## src/pkg/sar_seq_regs.svh

```systemverilog
// Purpose: Timing counts and field constants for the conversion sequencer
// Assumes: core_clk at 125 MHz (8 ns period)
// Notes:   Definitions only
`ifndef SAR_SEQ_REGS_SVH
`define SAR_SEQ_REGS_SVH

`define CLK_PERIOD_PS        32'd8000
`define RESULT_BITS          5'd16
`define STEP_LAST            4'hf
// Relaxed-timing minimum period at 1.5 MSPS, high-rate at 2 MSPS
`define PERIOD_RELAXED_PS    32'd666667
`define PERIOD_FAST_PS       32'd500000
`define PERIOD_RELAXED_CYC   ((`PERIOD_RELAXED_PS + `CLK_PERIOD_PS - 32'd1) / `CLK_PERIOD_PS)
`define PERIOD_FAST_CYC      ((`PERIOD_FAST_PS + `CLK_PERIOD_PS - 32'd1) / `CLK_PERIOD_PS)
// Idle limit in high-rate modes, 1 ms
`define IDLE_LIMIT_NS        32'd1000000
`define IDLE_LIMIT_CYC       (`IDLE_LIMIT_NS * 32'd1000 / `CLK_PERIOD_PS)
`define APERTURE_CYC         4'h2
`define SETTLE_CYC           4'h1

`endif

```

## src/pkg/sar_seq_pkg.sv

```systemverilog
// Purpose: Types for the conversion sequencer
// Assumes: Nothing
// Notes:   Constants live in sar_seq_regs.svh
package sar_seq_pkg;

    typedef enum logic [2:0] {
        ST_ACQUIRE  = 3'b000,
        ST_APERTURE = 3'b001,
        ST_OPEN_GND = 3'b010,
        ST_TO_BOT   = 3'b011,
        ST_RESOLVE  = 3'b100,
        ST_FORM     = 3'b101
    } seq_state_e;

    typedef enum logic [1:0] {
        MODE_RELAXED  = 2'b00,
        MODE_FAST     = 2'b10,
        MODE_WIDEBAND = 2'b11
    } conv_mode_e;

    typedef struct packed {
        logic sampling_ground_switch_pos;
        logic sampling_ground_switch_neg;
        logic inputs_connected;
        logic conversion_voltage_bottom;
    } switch_ctl_s;

endpackage : sar_seq_pkg

```

## src/design/sar_seq_sync.sv

```systemverilog
// Purpose: Three-stage pin synchroniser, change accepted when stages 2 and 3 agree
// Assumes: Single clock domain core_clk
// Notes:   Stage 1 feeds stage 2 only
`timescale 1ns/10ps
module sar_seq_sync #(
    parameter int          WIDTH = 1,
    parameter logic [31:0] INIT  = 32'h0000_0000
) (
    input  wire logic             core_clk,
    input  wire logic             rst,
    input  wire logic [WIDTH-1:0] pin_in,
    output logic      [WIDTH-1:0] level_out
);
    logic [WIDTH-1:0] s1_reg;
    logic [WIDTH-1:0] s2_reg;
    logic [WIDTH-1:0] s3_reg;

    genvar g;
    generate
        for (g = 0; g < WIDTH; g++) begin : g_bit
            always_ff @(posedge core_clk or posedge rst) begin
                if (rst) begin
                    s1_reg[g]    <= INIT[g];
                    s2_reg[g]    <= INIT[g];
                    s3_reg[g]    <= INIT[g];
                    level_out[g] <= INIT[g];
                end else begin
                    s1_reg[g] <= pin_in[g];
                    s2_reg[g] <= s1_reg[g];
                    s3_reg[g] <= s2_reg[g];
                    if (s2_reg[g] == s3_reg[g]) begin
                        level_out[g] <= s3_reg[g];
                    end
                end
            end
        end
    endgenerate
endmodule : sar_seq_sync

```

## src/design/sar_conversion_sequencer.sv

```systemverilog
// Purpose: Acquisition / conversion sequencing of a 16-bit SAR converter
// Assumes: convert_start_n and mode pins come from outside the clock domain
// Notes:   Comparator is an input; code is registered, busy is decoded from state_reg
`timescale 1ns/10ps
`include "sar_seq_regs.svh"

// Behaviour
// - Convert only after acquisition and start low
// - Open ground switches, then tie arrays bottom
// - Sixteen halving steps, most significant first
// - Form code then drop busy
// - Both pins low: relaxed, 1.5 MSPS, no gap limit
// - High-rate modes allow 2 MSPS
// - High-rate accuracy only for gaps within 1 ms
// - Result belongs to its own sample
// - Hold instant fixed delay after start fall
module sar_conversion_sequencer
    import sar_seq_pkg::*;
#(
    parameter int unsigned IDLE_LIMIT = `IDLE_LIMIT_CYC,
    parameter int unsigned WIDTH      = 16
) (
    input  wire logic             core_clk,
    input  wire logic             rst,
    input  wire logic             convert_start_n,
    input  wire logic             high_rate_sel,
    input  wire logic             relaxed_sel_n,
    input  wire logic             comparator_high,
    output logic                  busy,
    output logic                  hold_sample,
    output switch_ctl_s           switches,
    output logic      [WIDTH-1:0] dac_code,
    output logic      [WIDTH-1:0] result_code,
    output logic                  stale_result,
    output conv_mode_e            mode
);
    localparam logic [31:0] RELAXED_CYC = `PERIOD_RELAXED_CYC;
    localparam logic [31:0] FAST_CYC    = `PERIOD_FAST_CYC;

    seq_state_e       state_reg;
    logic       [2:0] pins_sync;
    logic             start_prev_reg;
    logic             start_fall;
    logic       [3:0] wait_reg;
    logic       [3:0] step_reg;
    logic      [31:0] period_reg;
    logic      [31:0] idle_reg;
    logic             long_gap_reg;
    logic [WIDTH-1:0] trial_reg;

    sar_seq_sync #(
        .WIDTH (3),
        .INIT  (32'h0000_0001)
    ) u_sync (
        .core_clk  (core_clk),
        .rst       (rst),
        .pin_in    ({high_rate_sel, relaxed_sel_n, convert_start_n}),
        .level_out (pins_sync)
    );

    // ------------------------------------------------------------
    // Mode decode
    // ------------------------------------------------------------
    function automatic conv_mode_e decode_mode(input logic hr, input logic rn);
        if (hr && rn) begin
            return MODE_WIDEBAND;
        end else if (hr) begin
            return MODE_FAST;
        end else begin
            return MODE_RELAXED;
        end
    endfunction : decode_mode

    assign mode       = decode_mode(pins_sync[2], pins_sync[1]);
    assign start_fall = start_prev_reg && !pins_sync[0];

    always_ff @(posedge core_clk or posedge rst) begin
        if (rst) begin
            start_prev_reg <= 1'b1;
        end else begin
            start_prev_reg <= pins_sync[0];
        end
    end

    // ------------------------------------------------------------
    // Throughput pacing: acquisition lasts until the mode's period ends
    // ------------------------------------------------------------
    always_ff @(posedge core_clk or posedge rst) begin
        if (rst) begin
            period_reg <= 32'h0000_0000;
        end else if (state_reg == ST_ACQUIRE && start_fall && period_reg == 32'h0000_0000) begin
            // Fast modes pace at 2 MSPS, relaxed at 1.5 MSPS
            period_reg <= (mode == MODE_RELAXED) ? RELAXED_CYC - 32'd1 : FAST_CYC - 32'd1;
        end else if (period_reg != 32'h0000_0000) begin
            period_reg <= period_reg - 32'd1;
        end
    end

    // ------------------------------------------------------------
    // Idle gap watch, high-rate modes only
    // ------------------------------------------------------------
    always_ff @(posedge core_clk or posedge rst) begin
        if (rst) begin
            idle_reg     <= 32'h0000_0000;
            long_gap_reg <= 1'b1;
        end else if (state_reg == ST_ACQUIRE) begin
            if (idle_reg < IDLE_LIMIT) begin
                idle_reg <= idle_reg + 32'd1;
            end else if (mode != MODE_RELAXED) begin
                long_gap_reg <= 1'b1;
            end
        end else if (state_reg == ST_FORM) begin
            idle_reg     <= 32'h0000_0000;
            long_gap_reg <= 1'b0;
        end
    end

    // ------------------------------------------------------------
    // Sequencer
    // ------------------------------------------------------------
    always_ff @(posedge core_clk or posedge rst) begin
        if (rst) begin
            state_reg <= ST_ACQUIRE;
            wait_reg  <= 4'h0;
            step_reg  <= 4'h0;
        end else begin
            case (state_reg)
                ST_ACQUIRE: begin
                    // Pacing period doubles as the acquisition-complete condition
                    if (start_fall && period_reg == 32'h0000_0000) begin
                        state_reg <= ST_APERTURE;
                        wait_reg  <= `APERTURE_CYC;
                    end
                end
                ST_APERTURE: begin
                    wait_reg <= wait_reg - 4'h1;
                    if (wait_reg == 4'h1) begin
                        state_reg <= ST_OPEN_GND;
                        wait_reg  <= `SETTLE_CYC;
                    end
                end
                ST_OPEN_GND: begin
                    wait_reg <= wait_reg - 4'h1;
                    if (wait_reg == 4'h1) begin
                        state_reg <= ST_TO_BOT;
                    end
                end
                ST_TO_BOT: begin
                    state_reg <= ST_RESOLVE;
                    step_reg  <= 4'h0;
                end
                ST_RESOLVE: begin
                    step_reg <= step_reg + 4'h1;
                    if (step_reg == `STEP_LAST) begin
                        state_reg <= ST_FORM;
                    end
                end
                ST_FORM: begin
                    state_reg <= ST_ACQUIRE;
                end
                default: begin
                    state_reg <= ST_ACQUIRE;
                end
            endcase
        end
    end

    // ------------------------------------------------------------
    // Successive approximation register
    // ------------------------------------------------------------
    logic [WIDTH-1:0] bit_mask;
    assign bit_mask = {{(WIDTH-1){1'b0}}, 1'b1} << (WIDTH - 1 - 32'(step_reg));

    always_ff @(posedge core_clk or posedge rst) begin
        if (rst) begin
            trial_reg <= '0;
        end else if (state_reg == ST_TO_BOT) begin
            trial_reg <= {1'b1, {(WIDTH-1){1'b0}}};
        end else if (state_reg == ST_RESOLVE) begin
            // Keep or drop the bit under test, then try the next half weight
            trial_reg <= (comparator_high ? trial_reg : (trial_reg & ~bit_mask)) | (bit_mask >> 1);
        end
    end
    assign dac_code = trial_reg;

    always_ff @(posedge core_clk or posedge rst) begin
        if (rst) begin
            result_code  <= '0;
            stale_result <= 1'b1;
        end else if (state_reg == ST_FORM) begin
            result_code  <= trial_reg;
            stale_result <= long_gap_reg && mode != MODE_RELAXED;
        end
    end

    // ------------------------------------------------------------
    // Outputs
    // ------------------------------------------------------------
    assign busy        = (state_reg != ST_ACQUIRE);
    assign hold_sample = (state_reg != ST_ACQUIRE && state_reg != ST_APERTURE);
    always_comb begin
        switches.sampling_ground_switch_pos = (state_reg == ST_ACQUIRE || state_reg == ST_APERTURE);
        switches.sampling_ground_switch_neg = switches.sampling_ground_switch_pos;
        switches.inputs_connected           = (state_reg == ST_ACQUIRE || state_reg == ST_APERTURE ||
                                               state_reg == ST_OPEN_GND);
        switches.conversion_voltage_bottom  = !switches.inputs_connected;
    end

    // ------------------------------------------------------------
    // Checks
    // ------------------------------------------------------------
    property p_start_needs_fall;
        @(posedge core_clk) disable iff (rst)
        $rose(busy) |-> $past(start_fall);
    endproperty
    a_start_needs_fall: assert property (p_start_needs_fall) else $error("busy rose without start fall");

    property p_gnd_before_bottom;
        @(posedge core_clk) disable iff (rst)
        $rose(switches.conversion_voltage_bottom) |->
            !switches.sampling_ground_switch_pos && !$past(switches.sampling_ground_switch_pos);
    endproperty
    a_gnd_before_bottom: assert property (p_gnd_before_bottom) else $error("arrays moved before ground opened");

    // Independent count of resolve cycles, so the check does not lean on step_reg
    logic [4:0] resolve_len_reg;

    always_ff @(posedge core_clk or posedge rst) begin
        if (rst) begin
            resolve_len_reg <= 5'h00;
        end else if (state_reg == ST_RESOLVE) begin
            resolve_len_reg <= resolve_len_reg + 5'h01;
        end else begin
            resolve_len_reg <= 5'h00;
        end
    end

    property p_sixteen_steps;
        @(posedge core_clk) disable iff (rst)
        (state_reg == ST_FORM) |-> resolve_len_reg == `RESULT_BITS;
    endproperty
    a_sixteen_steps: assert property (p_sixteen_steps) else $error("resolve not sixteen cycles");

    property p_msb_first;
        @(posedge core_clk) disable iff (rst)
        $rose(state_reg == ST_RESOLVE) |-> dac_code == {1'b1, {(WIDTH-1){1'b0}}};
    endproperty
    a_msb_first: assert property (p_msb_first) else $error("first trial not msb");

    property p_busy_drop_result;
        @(posedge core_clk) disable iff (rst)
        $fell(busy) |-> result_code == $past(trial_reg);
    endproperty
    a_busy_drop_result: assert property (p_busy_drop_result) else $error("result not from this conversion");

    property p_busy_span;
        @(posedge core_clk) disable iff (rst)
        $rose(busy) |-> busy [*8] ##1 busy [*8] ##1 busy [*5] ##1 !busy;
    endproperty
    a_busy_span: assert property (p_busy_span) else $error("busy span wrong");

    property p_aperture;
        @(posedge core_clk) disable iff (rst)
        $rose(busy) |-> !hold_sample ##1 !hold_sample ##1 hold_sample;
    endproperty
    a_aperture: assert property (p_aperture) else $error("hold instant not fixed");

    property p_relaxed_no_stale;
        @(posedge core_clk) disable iff (rst)
        (state_reg == ST_FORM && mode == MODE_RELAXED) |=> !stale_result;
    endproperty
    a_relaxed_no_stale: assert property (p_relaxed_no_stale) else $error("relaxed mode flagged stale");

endmodule : sar_conversion_sequencer

```

## config.mk

```make
export PLATFORM = sky130hd
export DESIGN_NAME = sar_conversion_sequencer
export DESIGN_NICKNAME = d
export VERILOG_FILES = /design/src/pkg/sar_seq_pkg.sv /design/src/design/sar_seq_sync.sv /design/src/design/sar_conversion_sequencer.sv
export VERILOG_INCLUDE_DIRS = /design/src /design/src/pkg
export SDC_FILE = /design/constraint.sdc
export NUM_CORES = 1
export LEC_CHECK = 0
export ABC_AREA = 1
export BUFFER_PORTS_ARGS = -buffer_cell sky130_fd_sc_hd__buf_4
export CAP_MARGIN = 5
export CORE_ASPECT_RATIO = 1.75
export CORE_UTILIZATION = 33
export CTS_CLUSTER_DIAMETER = 80
export CTS_CLUSTER_SIZE = 20
export DETAILED_ROUTE_END_ITERATION = 16
export SYNTH_ARGS = -nofsm -noshare
export SYNTH_HDL_FRONTEND = slang
export SYNTH_SLANG_ARGS = --single-unit
```

## constraint.sdc

```tcl
create_clock -name core_clk -period 10.05 [get_ports core_clk]
set_input_delay 2.01 -clock core_clk [delete_from_list [all_inputs] [get_ports core_clk]]
set_output_delay 2.01 -clock core_clk [all_outputs]
set_load 0.05 [all_outputs]
```

==> results of run 1 <==
==> layer usage <==
metal,global-route usage,wire [um],vias to the layer above
met2,0.3184,8436,101
met5,0,0,-
met1,0.1574,5505,2384
met3,0.03049,366,34
met4,0.09556,550,0
li1,-,-,2502
==> stage by stage <==
step / hold slack (ns) / cells / util / setup WS, ns
finish: 0.3491 / 1057 / 0.3962 / 6.021
global placement: 0.3334 / 1025 / 0.3637 / 6.439
CTS: 0.3542 / 1057 / 0.3962 / 5.974
detailed placement: 0.3402 / 1025 / 0.3637 / 6.423
floorplan: 0.3312 / 762 / - / 4.809
global route: 0.3557 / 1057 / 0.3962 / 5.891
==> where the power goes <==
part	leakage [uW]	internal (uW)	total, uW	switching (uW)
Clock	0.000282	392	619	227
Combinational	0.00168	287	1020	733
Sequential	0.00157	623	739	116
==> worst max path at each step <==
stage,slack [ns],to,startpoint
final,6.02,switches[0],state_reg[1]
after global routing,5.89,switches[0],state_reg[1]
after global placement,6.44,idle_reg[15],rst
after floorplan,4.81,dac_code[0],rst
after CTS,5.97,switches[0],state_reg[1]
after detailed placement,6.42,switches[0],state_reg[1]
==> cells in the final DEF, fill, tap and decap left out, types with 14 or more instances in the layout <==
| cell type | Yosys | final |
|---|---|---|
| a21oi_1 | 15 | 15 |
| inv_1 | 75 | 74 |
| dfrtp_1 | 115 | 115 |
| buf_4 | 3 | 47 |
| nand2_1 | 194 | 194 |
| nand3_1 | 52 | 52 |
| o21ai_0 | 15 | 15 |
| nor2_1 | 115 | 115 |
| nor3_1 | 19 | 19 |
| xor2_1 | 23 | 23 |
| clkbuf_16 | 0 | 17 |
| nand4_1 | 14 | 14 |
==> cell families after synthesis <==
family,after synthesis
AND/OR/NAND/NOR,432
AO/OA/AOI/OAI,55
adder cells (fa/ha/maj),13
flip-flops,122
buffers and inverters,107
XOR/XNOR,33
==> synthesized netlist by cell type, drive strengths merged <==
| library cell | number |
|---|---|
| a21o | 1 |
| a21oi | 16 |
| a22oi | 1 |
| buf | 17 |
| clkbuf | 5 |
| dfrtp | 115 |
| dfstp | 7 |
| ha | 10 |
| inv | 85 |
| maj3 | 3 |
| nand2 | 203 |
| nand3 | 53 |
| nand3b | 4 |
| nand4 | 14 |
| nor2 | 127 |
| nor3 | 27 |
| nor3b | 1 |
| o211a | 1 |
| o211ai | 3 |
| o21ai | 20 |
| o22ai | 11 |
| o311ai | 1 |
| o31ai | 1 |
| or2 | 3 |
| xnor2 | 9 |
| xor2 | 24 |
==> worst max-delay path, stage by stage, from the launching register on <==
cell and delay [ns]:
dfrtp_1 0.45, inv_2 0.10, nand3_2 0.38, nand2_1 0.30, inv_2 0.06, nand2_2 0.08, inv_1 0.05, buf_4 0.18
==> final cells by class <==
| cell class | count | area share |
|---|---|---|
| multi-input combinational | 533 | 0.3676 |
| tap | 238 | 0.04064 |
| inverter | 85 | 0.04388 |
| clock buffer | 23 | 0.06659 |
| clock inverter | 9 | 0.01537 |
| sequential | 122 | 0.4178 |
| timing repair buffer | 47 | 0.04815 |
==> out/qor.csv, run 1 <==
stage,metric,value,unit
worst_hold_path,hold_class,reg2reg,
cells_and_area,multi_input_area,2694,um2
place,place.gp.congestion,0.8558,
timing,fin_worst_skew,0.005755,ns
clock_tree,cts_sinks,122,
detailed_routing,drt_pass1_iterations,5,
grt,grt_usage,0.1640,
worst_setup_path,r2r_slack,7.25,ns
yosys,synth_area,6215,um2
cells_and_area,final_cell_area,7328,um2
worst_setup_path,r2r_start,state_reg[1],
detailed_routing,num_vias,5021,
grt,grt_first_pass_wirelength,24800,um
yosys,netlist_instances,762,
cells_and_area,nFillCells,1943,
detailed_routing,routed_via_density,4.750,
timing,fin_crit_sh,0.4009,
worst_setup_path,crit_path_end_kind,primary output,
die,fp.dieW,105.7,um
die,placementRows,66,
clock_tree,ctsResizeCount,0,
power,ir_drop,0.3890,mV
worst_hold_path,holdPathStages,0,
cells_and_area,diodes,0,
yosys,ys_types,41,
clock_tree,clk_pin_slew,0.05,ns
place,place_area,6728,um2
clock_tree,clock_latency,0.42,ns
worst_setup_path,worst-path-max-fanout,20,
flow_run,cap_viol_max_count,0,
grt,grt_pass1_vias,5216,
die,die_h,183.5,um
worst_setup_path,r2r-end,idle_reg[7],
place,portBuffers,46,
worst_setup_path,worst-r2r-cell-count,9,
timing,fmax,248.2,MHz
cells_and_area,register_area,3062,um2
yosys,yosys.area_share.simple,0.3098,
cells_and_area,nNetsFinal,822,
yosys,muxShareOfSynthArea,0,
die,initial_utilization,0.3360,
power,leakage,0.003533,uW
cells_and_area,areaGrowthSynthToFinish,17.92,%
cells_and_area,drive_above_1_share,0.1575,
timing,layout_min_cycle_time,4.029,ns
worst_setup_path,cp.arrival,2.02,ns
grt,grt_max_degree,72,
die,die-area,19410,um2
place,dp_hpwl,10470,um
power,power,2377,uW
worst_setup_path,path_class,reg2out,
worst_setup_path,worstPathRequired,8.04,ns
yosys,yosysTopAreaCell,dfrtp_1,
clock_tree,hold_buffers,0,
yosys,ys_seq_elements,122,
timing,rsz0062_at_grt,false,
timing,slew_viol_final,0,
yosys,synth_compound_area_frac,0.05094,
grt,grt-ovfl-total,0,
yosys,synthAdderAreaFrac,0.02496,
clock_tree,cts-root-buf,clkbuf_16,
yosys,synth.avg_cell_area,8.156,um2
timing,finalSetupViolCount,0,
detailed_routing,drt_wl_total,14860,um
grt,antenna_found_initial,0,
yosys,synth-xor-area-share,0.04771,
yosys,yosysWarnings,0,
die,io_pins,47,
yosys,synth_nets,778,
clock_tree,cts_buffers,17,
timing,setup_tns,0,ns
worst_hold_path,min-delay-start,u_sync.s1_reg[2],
yosys,synth_top_family_by_area,simple AND/OR/NAND/NOR gates,
timing,final_hold_viol_count,0,
yosys,seq_area_frac_synth,0.4927,
worst_hold_path,min_to,u_sync.s2_reg[2],
timing,slew_headroom,0.3793,
detailed_routing,drcViolationCount,0,
clock_tree,postCtsSetupRepairBufs,0,
detailed_routing,postRouteAntennaNets,0,
detailed_routing,drtIter0Drc,246,
power,power_density,324.3,nW/um2
clock_tree,cts_max_path_buffers,2,
status,outcome,finished clean,
yosys,synth.area.top_cells,"dfrtp_1 46%, nand2_1 12%, nor2_1 6.9%",
yosys,synth_top_area_share,0.4631,
worst_setup_path,startpoint_type,flip-flop,
clock_tree,h-tree-depth,4,
die,core-area,18500,um2
detailed_routing,drt-wirelength-per-cell,14.06,um
timing,tightest_slew,0.9311,ns
clock_tree,cts_tree,done,
Note: power is estimated with default switching activity, not from simulation.
==> inputs of run 2 (changes only) <==
==> constraint.sdc (replaced) <==
create_clock -name core_clk -period 3.34 [get_ports core_clk]
set_input_delay 0.668 -clock core_clk [delete_from_list [all_inputs] [get_ports core_clk]]
set_output_delay 0.668 -clock core_clk [all_outputs]
set_load 0.05 [all_outputs]
==> out/qor.csv, run 2 (synthesis gave the netlist of run 1 again) <==
stage,metric,value,unit,change
worst_hold_path,hold_class,reg2reg,,
cells_and_area,final_cell_area,7412,um2,+1.1%
die,fp.dieW,105.7,um,unchanged
detailed_routing,drt_pass1_iterations,4,,-1
detailed_routing,drcViolationCount,0,,unchanged
clock_tree,cts_sinks,122,,unchanged
die,io_pins,47,,unchanged
clock_tree,clock_latency,0.42,ns,about the same
flow_run,cap_viol_max_count,0,,unchanged
worst_setup_path,worst-path-max-fanout,5,,-75%
clock_tree,cts-root-buf,clkbuf_16,,
detailed_routing,drt_wl_total,14320,um,-3.6%
die,initial_utilization,0.3360,,unchanged
worst_setup_path,crit_top_cell,inv_1,,
clock_tree,cts_tree,done,,
cells_and_area,final_common_cell,nand2_1,,
detailed_routing,drt-wirelength-per-cell,13.48,um,-4.1%
timing,setup_tns,0,ns,unchanged
grt,antenna_found_initial,0,,unchanged
cells_and_area,diodes,0,,unchanged
place,place.gp.congestion,0.8548,,-0.12%
cells_and_area,drive_above_1_share,0.1626,,+0.005112
grt,grt_usage,0.1603,,-0.003685
worst_setup_path,crit_path_end_kind,primary output,,
die,die-area,19410,um2,unchanged
worst_setup_path,worstPathRequired,2.67,ns,-5.37 ns
detailed_routing,drtIter0Drc,249,,+1.2%
clock_tree,cts_max_path_buffers,2,,unchanged
worst_setup_path,startpoint_type,flip-flop,,
timing,holdWs,0.3514,ns,+0.002347 ns
worst_setup_path,cp_top_family,simple AND/OR/NAND/NOR gates,,
cells_and_area,nFillCells,1924,,-0.98%
die,placementRows,66,,unchanged
grt,grt_max_degree,47,,-35%
clock_tree,hold_buffers,0,,unchanged
clock_tree,ctsResizeCount,0,,unchanged
cells_and_area,areaGrowthSynthToFinish,19.27,%,
timing,rsz0062_at_grt,false,,
place,dp_hpwl,10360,um,-0.97%
place,placedCellCount,1030,,+0.49%
worst_setup_path,path_class,reg2out,,
cells_and_area,fin_cells,1062,,+0.47%
worst_setup_path,slowest_stage,dfrtp_1,,
cells_and_area,layout_common_cells,"194 x nand2_1, 115 x nor2_1, 115 x dfrtp_1, 74 x inv_1, 52 x nand3_1",,
timing,final_hold_viol_count,0,,unchanged
grt,grt-ovfl-total,0,,unchanged
place,portBuffers,46,,unchanged
status,outcome,finished clean,,
worst_setup_path,path_cells,"nor3_2, inv_1, nand2_1, inv_2, nand2_2, inv_1, buf_4",,
timing,slew_viol_final,0,,unchanged
power,ir_drop,0.8525,mV,+120%
timing,fin_crit_sh,0.7687,,
clock_tree,cts_buffers,17,,unchanged
clock_tree,postCtsSetupRepairBufs,0,,unchanged
worst_setup_path,crit_path_max_incr_delay,0.45,ns,about the same
die,core-area,18500,um2,unchanged
detailed_routing,num_vias,5018,,-0.060%
timing,tightest_slew,0.7787,ns,-0.1524 ns
cells_and_area,nNetsFinal,827,,+0.61%
timing,fmax,389.5,MHz,
worst_setup_path,cp.arrival,1.90,ns,-0.12 ns
timing,layout_min_cycle_time,2.567,ns,
power,power_density,983.8,nW/um2,+200%
timing,finalSetupViolCount,0,,unchanged
place,place_area,6779,um2,+0.76%
clock_tree,h-tree-depth,4,,unchanged
detailed_routing,routed_via_density,4.725,,-0.53%
cells_and_area,final_core_util,0.4007,,+0.004531
clock_tree,clk_pin_slew,0.06,ns,about the same
timing,slew_headroom,0.4798,,+0.1005
detailed_routing,postRouteAntennaNets,0,,unchanged
grt,grt_first_pass_wirelength,24170,um,-2.5%
power,leakage,0.003585,uW,+1.5%
worst_setup_path,path_buf_inv,4,,unchanged
die,die_h,183.5,um,unchanged
timing,fin_worst_skew,0.009911,ns,+0.004156 ns
grt,grt_pass1_vias,5122,,-1.8%
-- run 2: cell type report --
| cell class | instances | area, um2 | area share |
|---|---|---|---|
| clock buffers | 19 | 432.9 | 0.05841 |
| multi-input cells | 533 | 2694 | 0.3634 |
| clock inverters | 13 | 200.2 | 0.02701 |
| flip-flops and latches | 122 | 3062 | 0.4131 |
| repair buffers | 52 | 402.9 | 0.05436 |
| inverters | 85 | 322.8 | 0.04355 |
| well taps | 238 | 297.8 | 0.04018 |
-- run 2: power breakdown --
group | leakage, uW | internal [uW] | switching, uW | total [uW]
registers | 0.00157 | 1880 | 344 | 2220
clock network | 0.000310 | 1320 | 662 | 1980
logic | 0.00171 | 896 | 2200 | 3090
total | 0.00358 | 4090 | 3200 | 7290
-- run 2: through the flow --
stage                     setup WS, ns  power [uW]
after floorplan                 0.5997        4547
after global routing            0.6265        7708
final                           0.7727        7292
after global placement           1.150        5338
after CTS                       0.7548        7366
after detailed placement         1.071        5355
-- run 2: path summary, 6_finish.rpt --
path / from / endpoint / slack (ns) / depth (start not counted)
min in group asynchronous: rst / period_reg[4] / 0.39 / 2
max in group asynchronous: rst / stale_result / 2.15 / 3
setup reg to reg: state_reg[1] / dac_code[13] / 1.06 / 6
hold reg to reg: u_sync.s1_reg[2] / u_sync.s2_reg[2] / 0.35 / 0
hold / removal: u_sync.s1_reg[2] / u_sync.s2_reg[2] / 0.35 / 0
setup / recovery: state_reg[1] / switches[0] / 0.77 / 7
-- run 2: worst reg2reg max path: stages (launching register included) --
cell and delay (ns):
dfrtp_1 0.45, inv_2 0.11, nand2_1 0.05, nor2_1 0.46, inv_1 0.40, nand2_1 0.50
o22ai_1 0.16
-- run 2: layer usage --
| metal | track usage | routed length (um) | vias to the layer above |
|---|---|---|---|
| met5 | 0 | 0 | - |
| met4 | 0.1000 | 620 | 0 |
| met3 | 0.03438 | 336 | 40 |
| met2 | 0.3012 | 7986 | 85 |
| met1 | 0.1570 | 5375 | 2387 |
| li1 | - | - | 2506 |
